===== src/inc/sbi_pkg.sv =====
// Constants and types for the four-bank SDRAM bank-state core.
// Assumes one 20 MHz clock shared by the command pins and the core.
package sbi_pkg;
  localparam int CLK_NS   = 50;
  localparam int T_RP_NS  = 20;
  localparam int T_RCD_NS = 20;
  localparam int T_WR_NS  = 15;
  localparam int T_XSR_NS = 75;

  // Least times round up to whole cycles, never below one
  function automatic logic [4:0] ns2cyc(input int ns);
    int c;
    c = (ns + CLK_NS - 1) / CLK_NS;
    return (c < 1) ? 5'h01 : 5'(c);
  endfunction : ns2cyc

  localparam logic [4:0] RP_CYC  = ns2cyc(T_RP_NS);
  localparam logic [4:0] RCD_CYC = ns2cyc(T_RCD_NS);
  localparam logic [4:0] WR_CYC  = ns2cyc(T_WR_NS);
  localparam logic [4:0] XSR_CYC = ns2cyc(T_XSR_NS);

  localparam logic [2:0] CMD_LMR = 3'h0;
  localparam logic [2:0] CMD_REF = 3'h1;
  localparam logic [2:0] CMD_PRE = 3'h2;
  localparam logic [2:0] CMD_ACT = 3'h3;
  localparam logic [2:0] CMD_WR  = 3'h4;
  localparam logic [2:0] CMD_RD  = 3'h5;
  localparam logic [2:0] CMD_BST = 3'h6;

  localparam int         NBANK    = 4;
  localparam int         AP_BIT   = 10;
  localparam int         BL_LSB   = 0;
  localparam int         CL_LSB   = 4;
  localparam logic [1:0] CL_RST   = 2'h2;
  localparam logic [2:0] BL_RST   = 3'h0;
  localparam logic [2:0] BL_FULL  = 3'h7;
  localparam int         WQ_DEPTH = 32;
  localparam int         WQ_W     = 46;

  typedef enum logic [7:0] {
    BK_IDLE = 8'h01, BK_ACTING = 8'h02, BK_ACTIVE = 8'h04, BK_READ = 8'h08,
    BK_WRITE = 8'h10, BK_RD_AP = 8'h20, BK_WR_AP = 8'h40, BK_PRECH = 8'h80
  } sbi_bank_t;

  typedef enum logic [2:0] {
    BU_NONE = 3'h1, BU_READ = 3'h2, BU_WRITE = 3'h4
  } sbi_burst_t;
endpackage : sbi_pkg


===== src/inc/sbi_bank_if.sv =====
// Command strobes from the decoder to one bank, and that bank's state.
// All strobes but ap are one-cycle pulses on the core clock; ap follows address bit 10 every cycle.
`timescale 1ns/1ps
`default_nettype none
interface sbi_bank_if;
  import sbi_pkg::*;
  logic      act;
  logic      rd;
  logic      wr;
  logic      ap;
  logic      pre;
  logic      done;
  logic      intr;
  sbi_bank_t state;
  modport ctrl (output act, rd, wr, ap, pre, done, intr, input state);
  modport bank (input act, rd, wr, ap, pre, done, intr, output state);
endinterface : sbi_bank_if
`default_nettype wire


===== src/rtl/sbi_fifo.sv =====
// Synchronous FIFO with valid and ready on both sides.
// Assumes the depth is a power of two so the pointers wrap on their own.
`timescale 1ns/1ps
`default_nettype none
module sbi_fifo #(
  parameter int W = 8,
  parameter int D = 32
) (
  input  wire logic         i_clock,
  input  wire logic         i_nrst,
  input  wire logic         i_valid,
  input  wire logic [W-1:0] i_data,
  output logic              o_ready,
  output logic              o_valid,
  output logic      [W-1:0] o_data,
  input  wire logic         i_ready
);
  localparam int AW = $clog2(D);
  logic [W-1:0]  mem [D];
  logic [AW-1:0] wp_r, wp_nxt, rp_r, rp_nxt;
  logic [AW:0]   cnt_r, cnt_nxt;
  logic          push, pop;

  assign o_ready = cnt_r != (AW+1)'(D);
  assign o_valid = cnt_r != '0;
  assign o_data  = mem[rp_r];

  always_comb begin
    push    = i_valid & o_ready;
    pop     = o_valid & i_ready;
    wp_nxt  = push ? wp_r + 1'b1 : wp_r;
    rp_nxt  = pop ? rp_r + 1'b1 : rp_r;
    cnt_nxt = cnt_r + (AW+1)'(push) - (AW+1)'(pop);
  end

  always_ff @(posedge i_clock) begin
    if (push) begin
      mem[wp_r] <= i_data;
    end
  end

  always_ff @(posedge i_clock or negedge i_nrst) begin
    if (!i_nrst) begin
      wp_r  <= '0;
      rp_r  <= '0;
      cnt_r <= '0;
    end else begin
      wp_r  <= wp_nxt;
      rp_r  <= rp_nxt;
      cnt_r <= cnt_nxt;
    end
  end
endmodule : sbi_fifo
`default_nettype wire


===== src/rtl/sbi_bank.sv =====
// State of one SDRAM bank: idle, opening, open, bursting, precharging.
// Assumes the decoder sends only commands legal for this bank's state.
`timescale 1ns/1ps
`default_nettype none
module sbi_bank import sbi_pkg::*; (
  input  wire logic i_clock,
  input  wire logic i_nrst,
  sbi_bank_if.bank  bif
);
  localparam int RCD_D = RCD_CYC;
  localparam int RP_D  = RP_CYC;
  sbi_bank_t  state_r, state_nxt;
  logic [4:0] cnt_r, cnt_nxt;
  logic       end_r, end_nxt;

  function automatic sbi_bank_t burst_state(input logic rd, input logic ap);
    if (rd) return ap ? BK_RD_AP : BK_READ;
    return ap ? BK_WR_AP : BK_WRITE;
  endfunction : burst_state

  assign bif.state = state_r;

  always_comb begin
    state_nxt = state_r;
    cnt_nxt   = (cnt_r != 5'h00) ? cnt_r - 5'h01 : cnt_r;
    end_nxt   = end_r;
    case (state_r)
      BK_IDLE: begin
        if (bif.act) begin
          state_nxt = BK_ACTING;
          cnt_nxt   = RCD_CYC;
        end
      end
      BK_ACTING: begin
        if (cnt_r == 5'h01) state_nxt = BK_ACTIVE;
      end
      BK_ACTIVE, BK_READ, BK_WRITE: begin
        if (bif.rd | bif.wr) begin
          state_nxt = burst_state(bif.rd, bif.ap);
        end else if (bif.pre) begin
          state_nxt = BK_PRECH;
          cnt_nxt   = RP_CYC;
        end else if (state_r != BK_ACTIVE && (bif.done | bif.intr)) begin
          state_nxt = BK_ACTIVE;
        end
      end
      BK_RD_AP, BK_WR_AP: begin
        // Write recovery runs from the interrupting command, then precharge_period
        if (!end_r && (bif.done | bif.intr)) begin
          end_nxt = 1'b1;
          cnt_nxt = (state_r == BK_RD_AP) ? RP_CYC : 5'(WR_CYC + RP_CYC);
        end else if (end_r && cnt_r == 5'h01) begin
          state_nxt = BK_IDLE;
          end_nxt   = 1'b0;
        end
      end
      BK_PRECH: begin
        if (cnt_r == 5'h01) state_nxt = BK_IDLE;
      end
      default: state_nxt = BK_IDLE;
    endcase
  end

  always_ff @(posedge i_clock or negedge i_nrst) begin
    if (!i_nrst) begin
      state_r <= BK_IDLE;
      cnt_r   <= 5'h00;
      end_r   <= 1'b0;
    end else begin
      state_r <= state_nxt;
      cnt_r   <= cnt_nxt;
      end_r   <= end_nxt;
    end
  end
endmodule : sbi_bank
`default_nettype wire


===== src/rtl/sbi_sdram_core.sv =====
// Command decoder, burst engine and data paths of a four-bank SDRAM.
// Assumes commands and DQ arrive on the core clock from a controller;
// stored data lives outside, behind the read port and the write queue.
`timescale 1ns/1ps
`default_nettype none
module sbi_sdram_core import sbi_pkg::*; (
  input  wire logic            i_clock,
  input  wire logic            i_nrst,
  input  wire logic            i_cke,
  input  wire logic            i_cs_n,
  input  wire logic            i_ras_n,
  input  wire logic            i_cas_n,
  input  wire logic            i_we_n,
  input  wire logic [1:0]      i_ba,
  input  wire logic [10:0]     i_addr,
  input  wire logic [3:0]      i_dqm,
  input  wire logic [31:0]     i_dq,
  output logic      [31:0]     o_dq,
  output logic                 o_dq_oe,
  output logic                 o_rd_req,
  output logic      [9:0]      o_rd_addr,
  input  wire logic [31:0]     i_rd_data,
  output logic                 o_wbuf_ready,
  output logic                 o_wq_valid,
  output logic      [WQ_W-1:0] o_wq_data,
  input  wire logic            i_wq_ready,
  output logic      [3:0]      o_bank_idle,
  output logic                 o_self_refresh
);
  localparam int RP_LAST = RP_CYC + 1;
  localparam int WR_HOLD = WR_CYC + RP_CYC;

  logic        cke_d_r, cke_d_nxt;
  logic        sref_r, sref_nxt;
  logic [4:0]  xsr_r, xsr_nxt;
  logic [1:0]  cl_r, cl_nxt;
  logic [2:0]  bl_r, bl_nxt;
  sbi_burst_t  bmode_r, bmode_nxt;
  logic [1:0]  bbank_r, bbank_nxt;
  logic [7:0]  bcol_r, bcol_nxt;
  logic [8:0]  left_r, left_nxt;
  logic        fp_r, fp_nxt;
  logic [2:0]  pv_r, pv_nxt;
  logic [31:0] pd_r [3];
  logic [31:0] pd_nxt [3];
  logic [3:0]  dqm_d_r [2];
  logic [3:0]  dqm_d_nxt [2];

  logic [2:0]  cmd;
  logic        live, all_idle;
  logic        is_act, is_rd, is_wr, is_pre, is_bst, is_lmr;
  logic        new_burst, beat, rbeat, wbeat, done_c, intr_c, stop_c;
  logic [9:0]  beat_addr;
  logic [1:0]  out_idx;

  function automatic logic [8:0] bl_beats(input logic [2:0] code);
    case (code)
      3'h0:    return 9'h001;
      3'h1:    return 9'h002;
      3'h2:    return 9'h004;
      3'h3:    return 9'h008;
      default: return 9'h100;
    endcase
  endfunction : bl_beats

  function automatic logic is_cmd(input logic [2:0] c, input logic [2:0] k);
    return c == k;
  endfunction : is_cmd

  // Command decode; a deselected or gated cycle acts as a no-operation
  assign cmd      = {i_ras_n, i_cas_n, i_we_n};
  assign live     = cke_d_r & i_cke & ~i_cs_n & ~sref_r
                  & (xsr_r == 5'h00);
  assign is_act   = live & is_cmd(cmd, CMD_ACT);
  assign is_rd    = live & is_cmd(cmd, CMD_RD);
  assign is_wr    = live & is_cmd(cmd, CMD_WR);
  assign is_pre   = live & is_cmd(cmd, CMD_PRE);
  assign is_bst   = live & is_cmd(cmd, CMD_BST);
  assign is_lmr   = live & is_cmd(cmd, CMD_LMR) & all_idle;
  assign all_idle = &o_bank_idle;

  // Clock enable history, self refresh and its exit delay
  always_comb begin
    cke_d_nxt = i_cke;
    sref_nxt  = sref_r;
    xsr_nxt   = (xsr_r != 5'h00) ? xsr_r - 5'h01 : xsr_r;
    if (!sref_r && cke_d_r && !i_cke && !i_cs_n && all_idle
        && is_cmd(cmd, CMD_REF)) begin
      sref_nxt = 1'b1;
    end else if (sref_r && i_cke) begin
      sref_nxt = 1'b0;
      xsr_nxt  = XSR_CYC;
    end
  end

  always_ff @(posedge i_clock or negedge i_nrst) begin
    if (!i_nrst) begin
      cke_d_r <= 1'b0;
      sref_r  <= 1'b0;
      xsr_r   <= 5'h00;
    end else begin
      cke_d_r <= cke_d_nxt;
      sref_r  <= sref_nxt;
      xsr_r   <= xsr_nxt;
    end
  end

  // Mode register; reserved latency codes are ignored
  always_comb begin
    cl_nxt = cl_r;
    bl_nxt = bl_r;
    if (is_lmr && i_addr[CL_LSB +: 2] != 2'h0) begin
      cl_nxt = i_addr[CL_LSB +: 2];
      bl_nxt = i_addr[BL_LSB +: 3];
    end
  end

  always_ff @(posedge i_clock or negedge i_nrst) begin
    if (!i_nrst) begin
      cl_r <= CL_RST;
      bl_r <= BL_RST;
    end else begin
      cl_r <= cl_nxt;
      bl_r <= bl_nxt;
    end
  end

  // Burst engine: one burst runs at a time; a new column command
  // replaces it, and the bank it came from hears of the cut if the new command is for another bank.
  assign stop_c = is_bst | (is_pre & (i_addr[AP_BIT] | i_ba == bbank_r));

  always_comb begin
    bmode_nxt = bmode_r;
    bbank_nxt = bbank_r;
    bcol_nxt  = bcol_r;
    left_nxt  = left_r;
    fp_nxt    = fp_r;
    new_burst = is_rd | is_wr;
    beat      = 1'b0;
    done_c    = 1'b0;
    intr_c    = 1'b0;
    if (new_burst) begin
      intr_c    = (bmode_r != BU_NONE) & (bbank_r != i_ba);
      bmode_nxt = is_rd ? BU_READ : BU_WRITE;
      bbank_nxt = i_ba;
      bcol_nxt  = i_addr[7:0] + 8'h01;
      left_nxt  = bl_beats(bl_r) - 9'h001;
      fp_nxt    = bl_r == BL_FULL;
      beat      = 1'b1;
    end else if (bmode_r != BU_NONE) begin
      if (stop_c || left_r == 9'h000) begin
        done_c    = 1'b1;
        bmode_nxt = BU_NONE;
      end else begin
        beat     = 1'b1;
        bcol_nxt = bcol_r + 8'h01;
        if (!fp_r) left_nxt = left_r - 9'h001;
      end
    end
  end

  always_ff @(posedge i_clock or negedge i_nrst) begin
    if (!i_nrst) begin
      bmode_r <= BU_NONE;
      bbank_r <= 2'h0;
      bcol_r  <= 8'h00;
      left_r  <= 9'h000;
      fp_r    <= 1'b0;
    end else begin
      bmode_r <= bmode_nxt;
      bbank_r <= bbank_nxt;
      bcol_r  <= bcol_nxt;
      left_r  <= left_nxt;
      fp_r    <= fp_nxt;
    end
  end

  // The beat in a new command's cycle belongs to the new burst, so the
  // cut write's last beat is the one just before it.
  assign rbeat     = beat & (new_burst ? is_rd : bmode_r == BU_READ);
  assign wbeat     = beat & (new_burst ? is_wr
                                       : bmode_r == BU_WRITE);
  assign beat_addr = new_burst ? {i_ba, i_addr[7:0]} : {bbank_r, bcol_r};
  assign o_rd_req  = rbeat;
  assign o_rd_addr = beat_addr;

  // Read pipeline: data leaves read latency cycles after its beat, so a
  // read cut by a read still drains its queued beats.
  always_comb begin
    pv_nxt       = {pv_r[1:0], rbeat};
    pd_nxt[0]    = i_rd_data;
    pd_nxt[1]    = pd_r[0];
    pd_nxt[2]    = pd_r[1];
    dqm_d_nxt[0] = i_dqm;
    dqm_d_nxt[1] = dqm_d_r[0];
    if (is_wr) pv_nxt = 3'h0;
  end

  always_ff @(posedge i_clock or negedge i_nrst) begin
    if (!i_nrst) begin
      pv_r       <= 3'h0;
      pd_r[0]    <= 32'h0000_0000;
      pd_r[1]    <= 32'h0000_0000;
      pd_r[2]    <= 32'h0000_0000;
      dqm_d_r[0] <= 4'h0;
      dqm_d_r[1] <= 4'h0;
    end else begin
      pv_r       <= pv_nxt;
      pd_r[0]    <= pd_nxt[0];
      pd_r[1]    <= pd_nxt[1];
      pd_r[2]    <= pd_nxt[2];
      dqm_d_r[0] <= dqm_d_nxt[0];
      dqm_d_r[1] <= dqm_d_nxt[1];
    end
  end

  // Output mask follows the data mask by two cycles; the write's own
  // cycle releases the bus at once so the controller can drive it.
  assign out_idx = 2'(cl_r - 2'h1);
  assign o_dq    = pd_r[out_idx];
  assign o_dq_oe = pv_r[out_idx] & ~(&dqm_d_r[1]) & ~is_wr;
  assign o_self_refresh = sref_r;

  // Write beats queue for the storage side; a full queue shows as a
  // low ready, and a beat taken then is lost.
  sbi_fifo #(
    .W (WQ_W),
    .D (WQ_DEPTH)
  ) u_wq (
    .i_clock (i_clock),
    .i_nrst  (i_nrst),
    .i_valid (wbeat),
    .i_data  ({i_dqm, beat_addr, i_dq}),
    .o_ready (o_wbuf_ready),
    .o_valid (o_wq_valid),
    .o_data  (o_wq_data),
    .i_ready (i_wq_ready)
  );

  // Per-bank state machines
  sbi_bank_if bif [NBANK] ();

  for (genvar b = 0; b < NBANK; b++) begin : g_bank
    assign bif[b].act  = is_act & (i_ba == 2'(b));
    assign bif[b].rd   = is_rd & (i_ba == 2'(b));
    assign bif[b].wr   = is_wr & (i_ba == 2'(b));
    assign bif[b].ap   = i_addr[AP_BIT];
    assign bif[b].pre  = is_pre & (i_addr[AP_BIT] | i_ba == 2'(b));
    assign bif[b].done = done_c & (bbank_r == 2'(b));
    assign bif[b].intr = intr_c & (bbank_r == 2'(b));
    assign o_bank_idle[b] = bif[b].state == BK_IDLE;
    sbi_bank u_bank (
      .i_clock (i_clock),
      .i_nrst  (i_nrst),
      .bif     (bif[b])
    );
  end
endmodule : sbi_sdram_core
`default_nettype wire


===== config.mk =====
export PLATFORM = sky130hd
export DESIGN_NAME = sbi_sdram_core
export DESIGN_NICKNAME = d
export VERILOG_FILES = /design/src/inc/sbi_pkg.sv /design/src/inc/sbi_bank_if.sv /design/src/rtl/sbi_fifo.sv /design/src/rtl/sbi_bank.sv /design/src/rtl/sbi_sdram_core.sv
export SDC_FILE = /design/constraint.sdc
export NUM_CORES = 2
export LEC_CHECK = 0
export ABC_AREA = 1
export ABC_CLOCK_PERIOD_IN_PS = 4950
export BUFFER_PORTS_ARGS = -buffer_cell sky130_fd_sc_hd__buf_4
export CORE_MARGIN = 2
export CORE_UTILIZATION = 45
export DETAILED_ROUTE_END_ITERATION = 16
export GPL_ROUTABILITY_DRIVEN = 0
export PLACE_DENSITY = 0.68
export SETUP_SLACK_MARGIN = 0.5
export SYNTH_ARGS = -nofsm -noshare
export SYNTH_HDL_FRONTEND = slang
export SYNTH_SLANG_ARGS = --single-unit

===== constraint.sdc =====
create_clock -name i_clock -period 4.95 [get_ports i_clock]
set_input_delay 0.495 -clock i_clock [delete_from_list [all_inputs] [get_ports i_clock]]
set_output_delay 0.495 -clock i_clock [all_outputs]
set_load 0.1 [all_outputs]

==> metrics <==
Critical Path AT 3.98 ns; Overflow after GRT 0; vias per inst 5.81; All-Layer GR Usage 0.227; post-synthesis cell type count 53; Wirelength per Cell 23.3 um; Post-Synthesis Cells 5300; IO Pins 186; Final Non-Filler Cells 7570; ys flop type edfxtp_1; final core occ 0.521; Rel. slew slack 0.0878; clock tree sinks 1686; Synth Area in Adders 0.00515; RSZ-0062 raised after global routing no; nets 5618; post-layout minimum cycle time 4.48 ns; CP max FO 241; largest net degree at the start of global routing 242; Ys Warns 0; MaxCap Viol Count 0; drc violations 0; hpwl dp 92.0 mm; width of the die 390 um; Pins Over Slew Limit 0; Clock transition at path regs 0.06 ns; hold crit path type in2reg; CTS root buffer clkbuf_16; most frequent cells in the layout 1472 x edfxtp_1, 833 x nor2_1, 788 x o21ai_0; Avg Inst Size Synth 12.7 um2; clk_skew 0.0372 ns; layout cells sized above 1 0.115; synthesis-to-layout area growth 14.8%; Synth Area in Compound Gates 0.117; fmax 223 MHz; mux contribution to synthesized area 0; Die Ht 390 um; Post-synth EDFFs 1472; placed cell count 7209; antenna cells 0; initial drt markers 4736; PD cells 589 mW/mm2; Antenna Violating Nets Remaining 0; most common cell after layout, fill and taps aside edfxtp_1; first-pass GRT wire length 261 mm; TritonCTS clock tree yes; syn_nets 5416; total CTS buffers 171; Worst EP required 4.45 ns; first-pass detailed-route iteration total 6; Min Hold Slack 0.0631 ns; num rows 141; Hold Fails Final Rpt 0; xor/xnor share of the synthesized area 0.00300; period utilization 0.905; largest family of logic cells by synthesized area compound AO/OA/AOI/OAI gates; number of port buffers 183; routed via count 44000; worst-skew pair later-pin latency 0.81 ns; register area share after synthesis 0.739; Async SR Flop Fraction 0.127; vias in the first global route 42600; Post-Synth Simple-Gate Area 0.102; Slew @ Worst Pin 1.37 ns; Final setup violation count 0; status completed; drt total wl 176 mm; initial core utilization 0.454; antenna violations before repair 4; CTS HTree Levels 4; Mapped Area 0.0671 mm2; Synth Register Bits 1686; leak pwr 26.2 nW; CP Capture Type primary output; Die ar. 0.152 mm2; peak supply drop 994 uV; CTS max path bufs 3; setup TNS 0 ns; Core ar. 0.148 mm2; crit path launch type register; Setup CP Type reg2out
cell usage after synthesis, types with 2 or more instances:
cell / instances / area, um2
edfxtp_1: 1472 / 44200
nor2_1: 865 / 3250
o21ai_0: 789 / 3950
nand2_1: 442 / 1660
clkbuf_1: 248 / 931
o22ai_1: 223 / 1400
inv_1: 222 / 833
dfrtp_1: 208 / 5200
nand3_1: 200 / 1000
o221ai_1: 147 / 1290
nand4_1: 76 / 475
o211ai_1: 74 / 556
o21ai_1: 62 / 310
buf_2: 54 / 270
ha_1: 26 / 325
a21oi_1: 24 / 120
xor2_1: 18 / 158
nor3_1: 16 / 80.1
a31oi_1: 12 / 75.1
buf_1: 12 / 45.0
inv_2: 12 / 45.0
nand2_2: 10 / 62.6
nor2_2: 9 / 56.3
buf_4: 7 / 52.6
dfstp_2: 6 / 158
o21ai_2: 5 / 43.8
xnor2_1: 5 / 43.8
nand4_2: 4 / 50.1
nor4_1: 4 / 25.0
o31ai_1: 4 / 30.0
or2_2: 4 / 25.0
buf_6: 3 / 33.8
clkinv_1: 3 / 11.3
inv_4: 3 / 18.8
nand3b_1: 3 / 22.5
nor2_4: 3 / 33.8
nor3_2: 3 / 30.0
o21bai_1: 3 / 22.5
nand2_4: 2 / 22.5
nand3_2: 2 / 20.0
o2111ai_1: 2 / 17.5
o21ai_4: 2 / 32.5
cells by family (layout without fill, tap and decap cells):
group | count (synthesis) | after routing
xor+xnor | 23 | 23
buf+inv | 564 | 904
fa+ha+maj | 27 | 27
flops | 1686 | 1686
simple gates | 1648 | 1648
compound gates | 1352 | 1352
where the power goes:
part           switching [mW]  internal (mW)
clock                    5.41           6.89
combinational            12.6           4.21
sequential              0.300           15.9
total                    18.4           27.0
cell type report:
| type | instances | area [um2] |
|---|---|---|
| fillers | 12100 | 70800 |
| flip-flops and latches | 1686 | 49600 |
| multi-input cells | 3050 | 15600 |
| clock buffers | 220 | 4530 |
| repair buffers | 352 | 3210 |
| well taps | 1930 | 2410 |
| inverters | 240 | 948 |
| clock inverters | 91 | 808 |
| repair inverters | 1 | 11.3 |
metrics by stage:
stage	total power [mW]	setup slack (ns)	cell area (um2)
3_5_place_dp	33.1	1.01	71200
4_1_cts	45.4	0.496	77000
3_3_place_gp	32.8	1.08	71200
2_1_floorplan	28.2	0.542	67100
5_1_grt	47.4	0.535	77100
6_report	45.4	0.471	77100
critical path, cell delays in order, from the launching register on:
cell	delay [ns]
dfrtp_4	0.75
buf_16	0.43
o21ai_0	0.23
o221ai_1	0.28
nand3_1	0.16
nand4_1	0.18
o21ai_1	0.19
inv_1	0.10
buf_4	0.29
per-layer routing:
layer  vias to the layer above  wire [um]  global-route usage
li1                      19900          -                   -
met1                     21800      71600               0.309
met2                      2040      81800               0.360
met3                       333      16300              0.0471
met4                         4       6420              0.0880
met5                         -         16                   0
path summary, 6_finish.rpt:
check,startpoint,end,slack [ns],cells past startpoint
worst max-delay path,u_wq.rp_r[0],o_wq_data[23],0.47,8
worst min-delay path,i_we_n,g_bank[0].u_bank.bif.state[5],0.06,3
worst max register to register,xsr_r[0],u_wq.mem[9][3],1.02,11
worst min register to register,dqm_d_nxt[3],dqm_d_r[3],0.35,0
max in group asynchronous,i_nrst,pd_nxt[9],3.54,3
min in group asynchronous,i_nrst,bcol_r[3],0.26,2
sequential cells by signal, summed over array words and instances (netlist names), 2 cells and up:
register / count
pd_r: 32
u_wq.rp_r: 5
pv_r: 3
u_wq.wp_r: 5
bl_r: 3
dqm_d_nxt: 4
left_r: 9
bbank_r: 2
g_bank.u_bank.end_r: 4
u_wq.cnt_r: 6
u_wq.mem: 1472
xsr_r: 5
g_bank.u_bank.bif.state: 32
pd_nxt: 64
bcol_r: 8
bmode_r: 3
dqm_d_r: 4
g_bank.u_bank.cnt_r: 20
cl_r: 2
timing repair:
action,4_1_cts,5_1_grt
hold endpoints to repair,123,0
buffers inserted,0,2
hold buffers,47,0
endpoints found under the setup margin,1,26
cloned,0,1
gates resized for setup,1,1
Note: power is estimated with default switching activity, not from simulation.
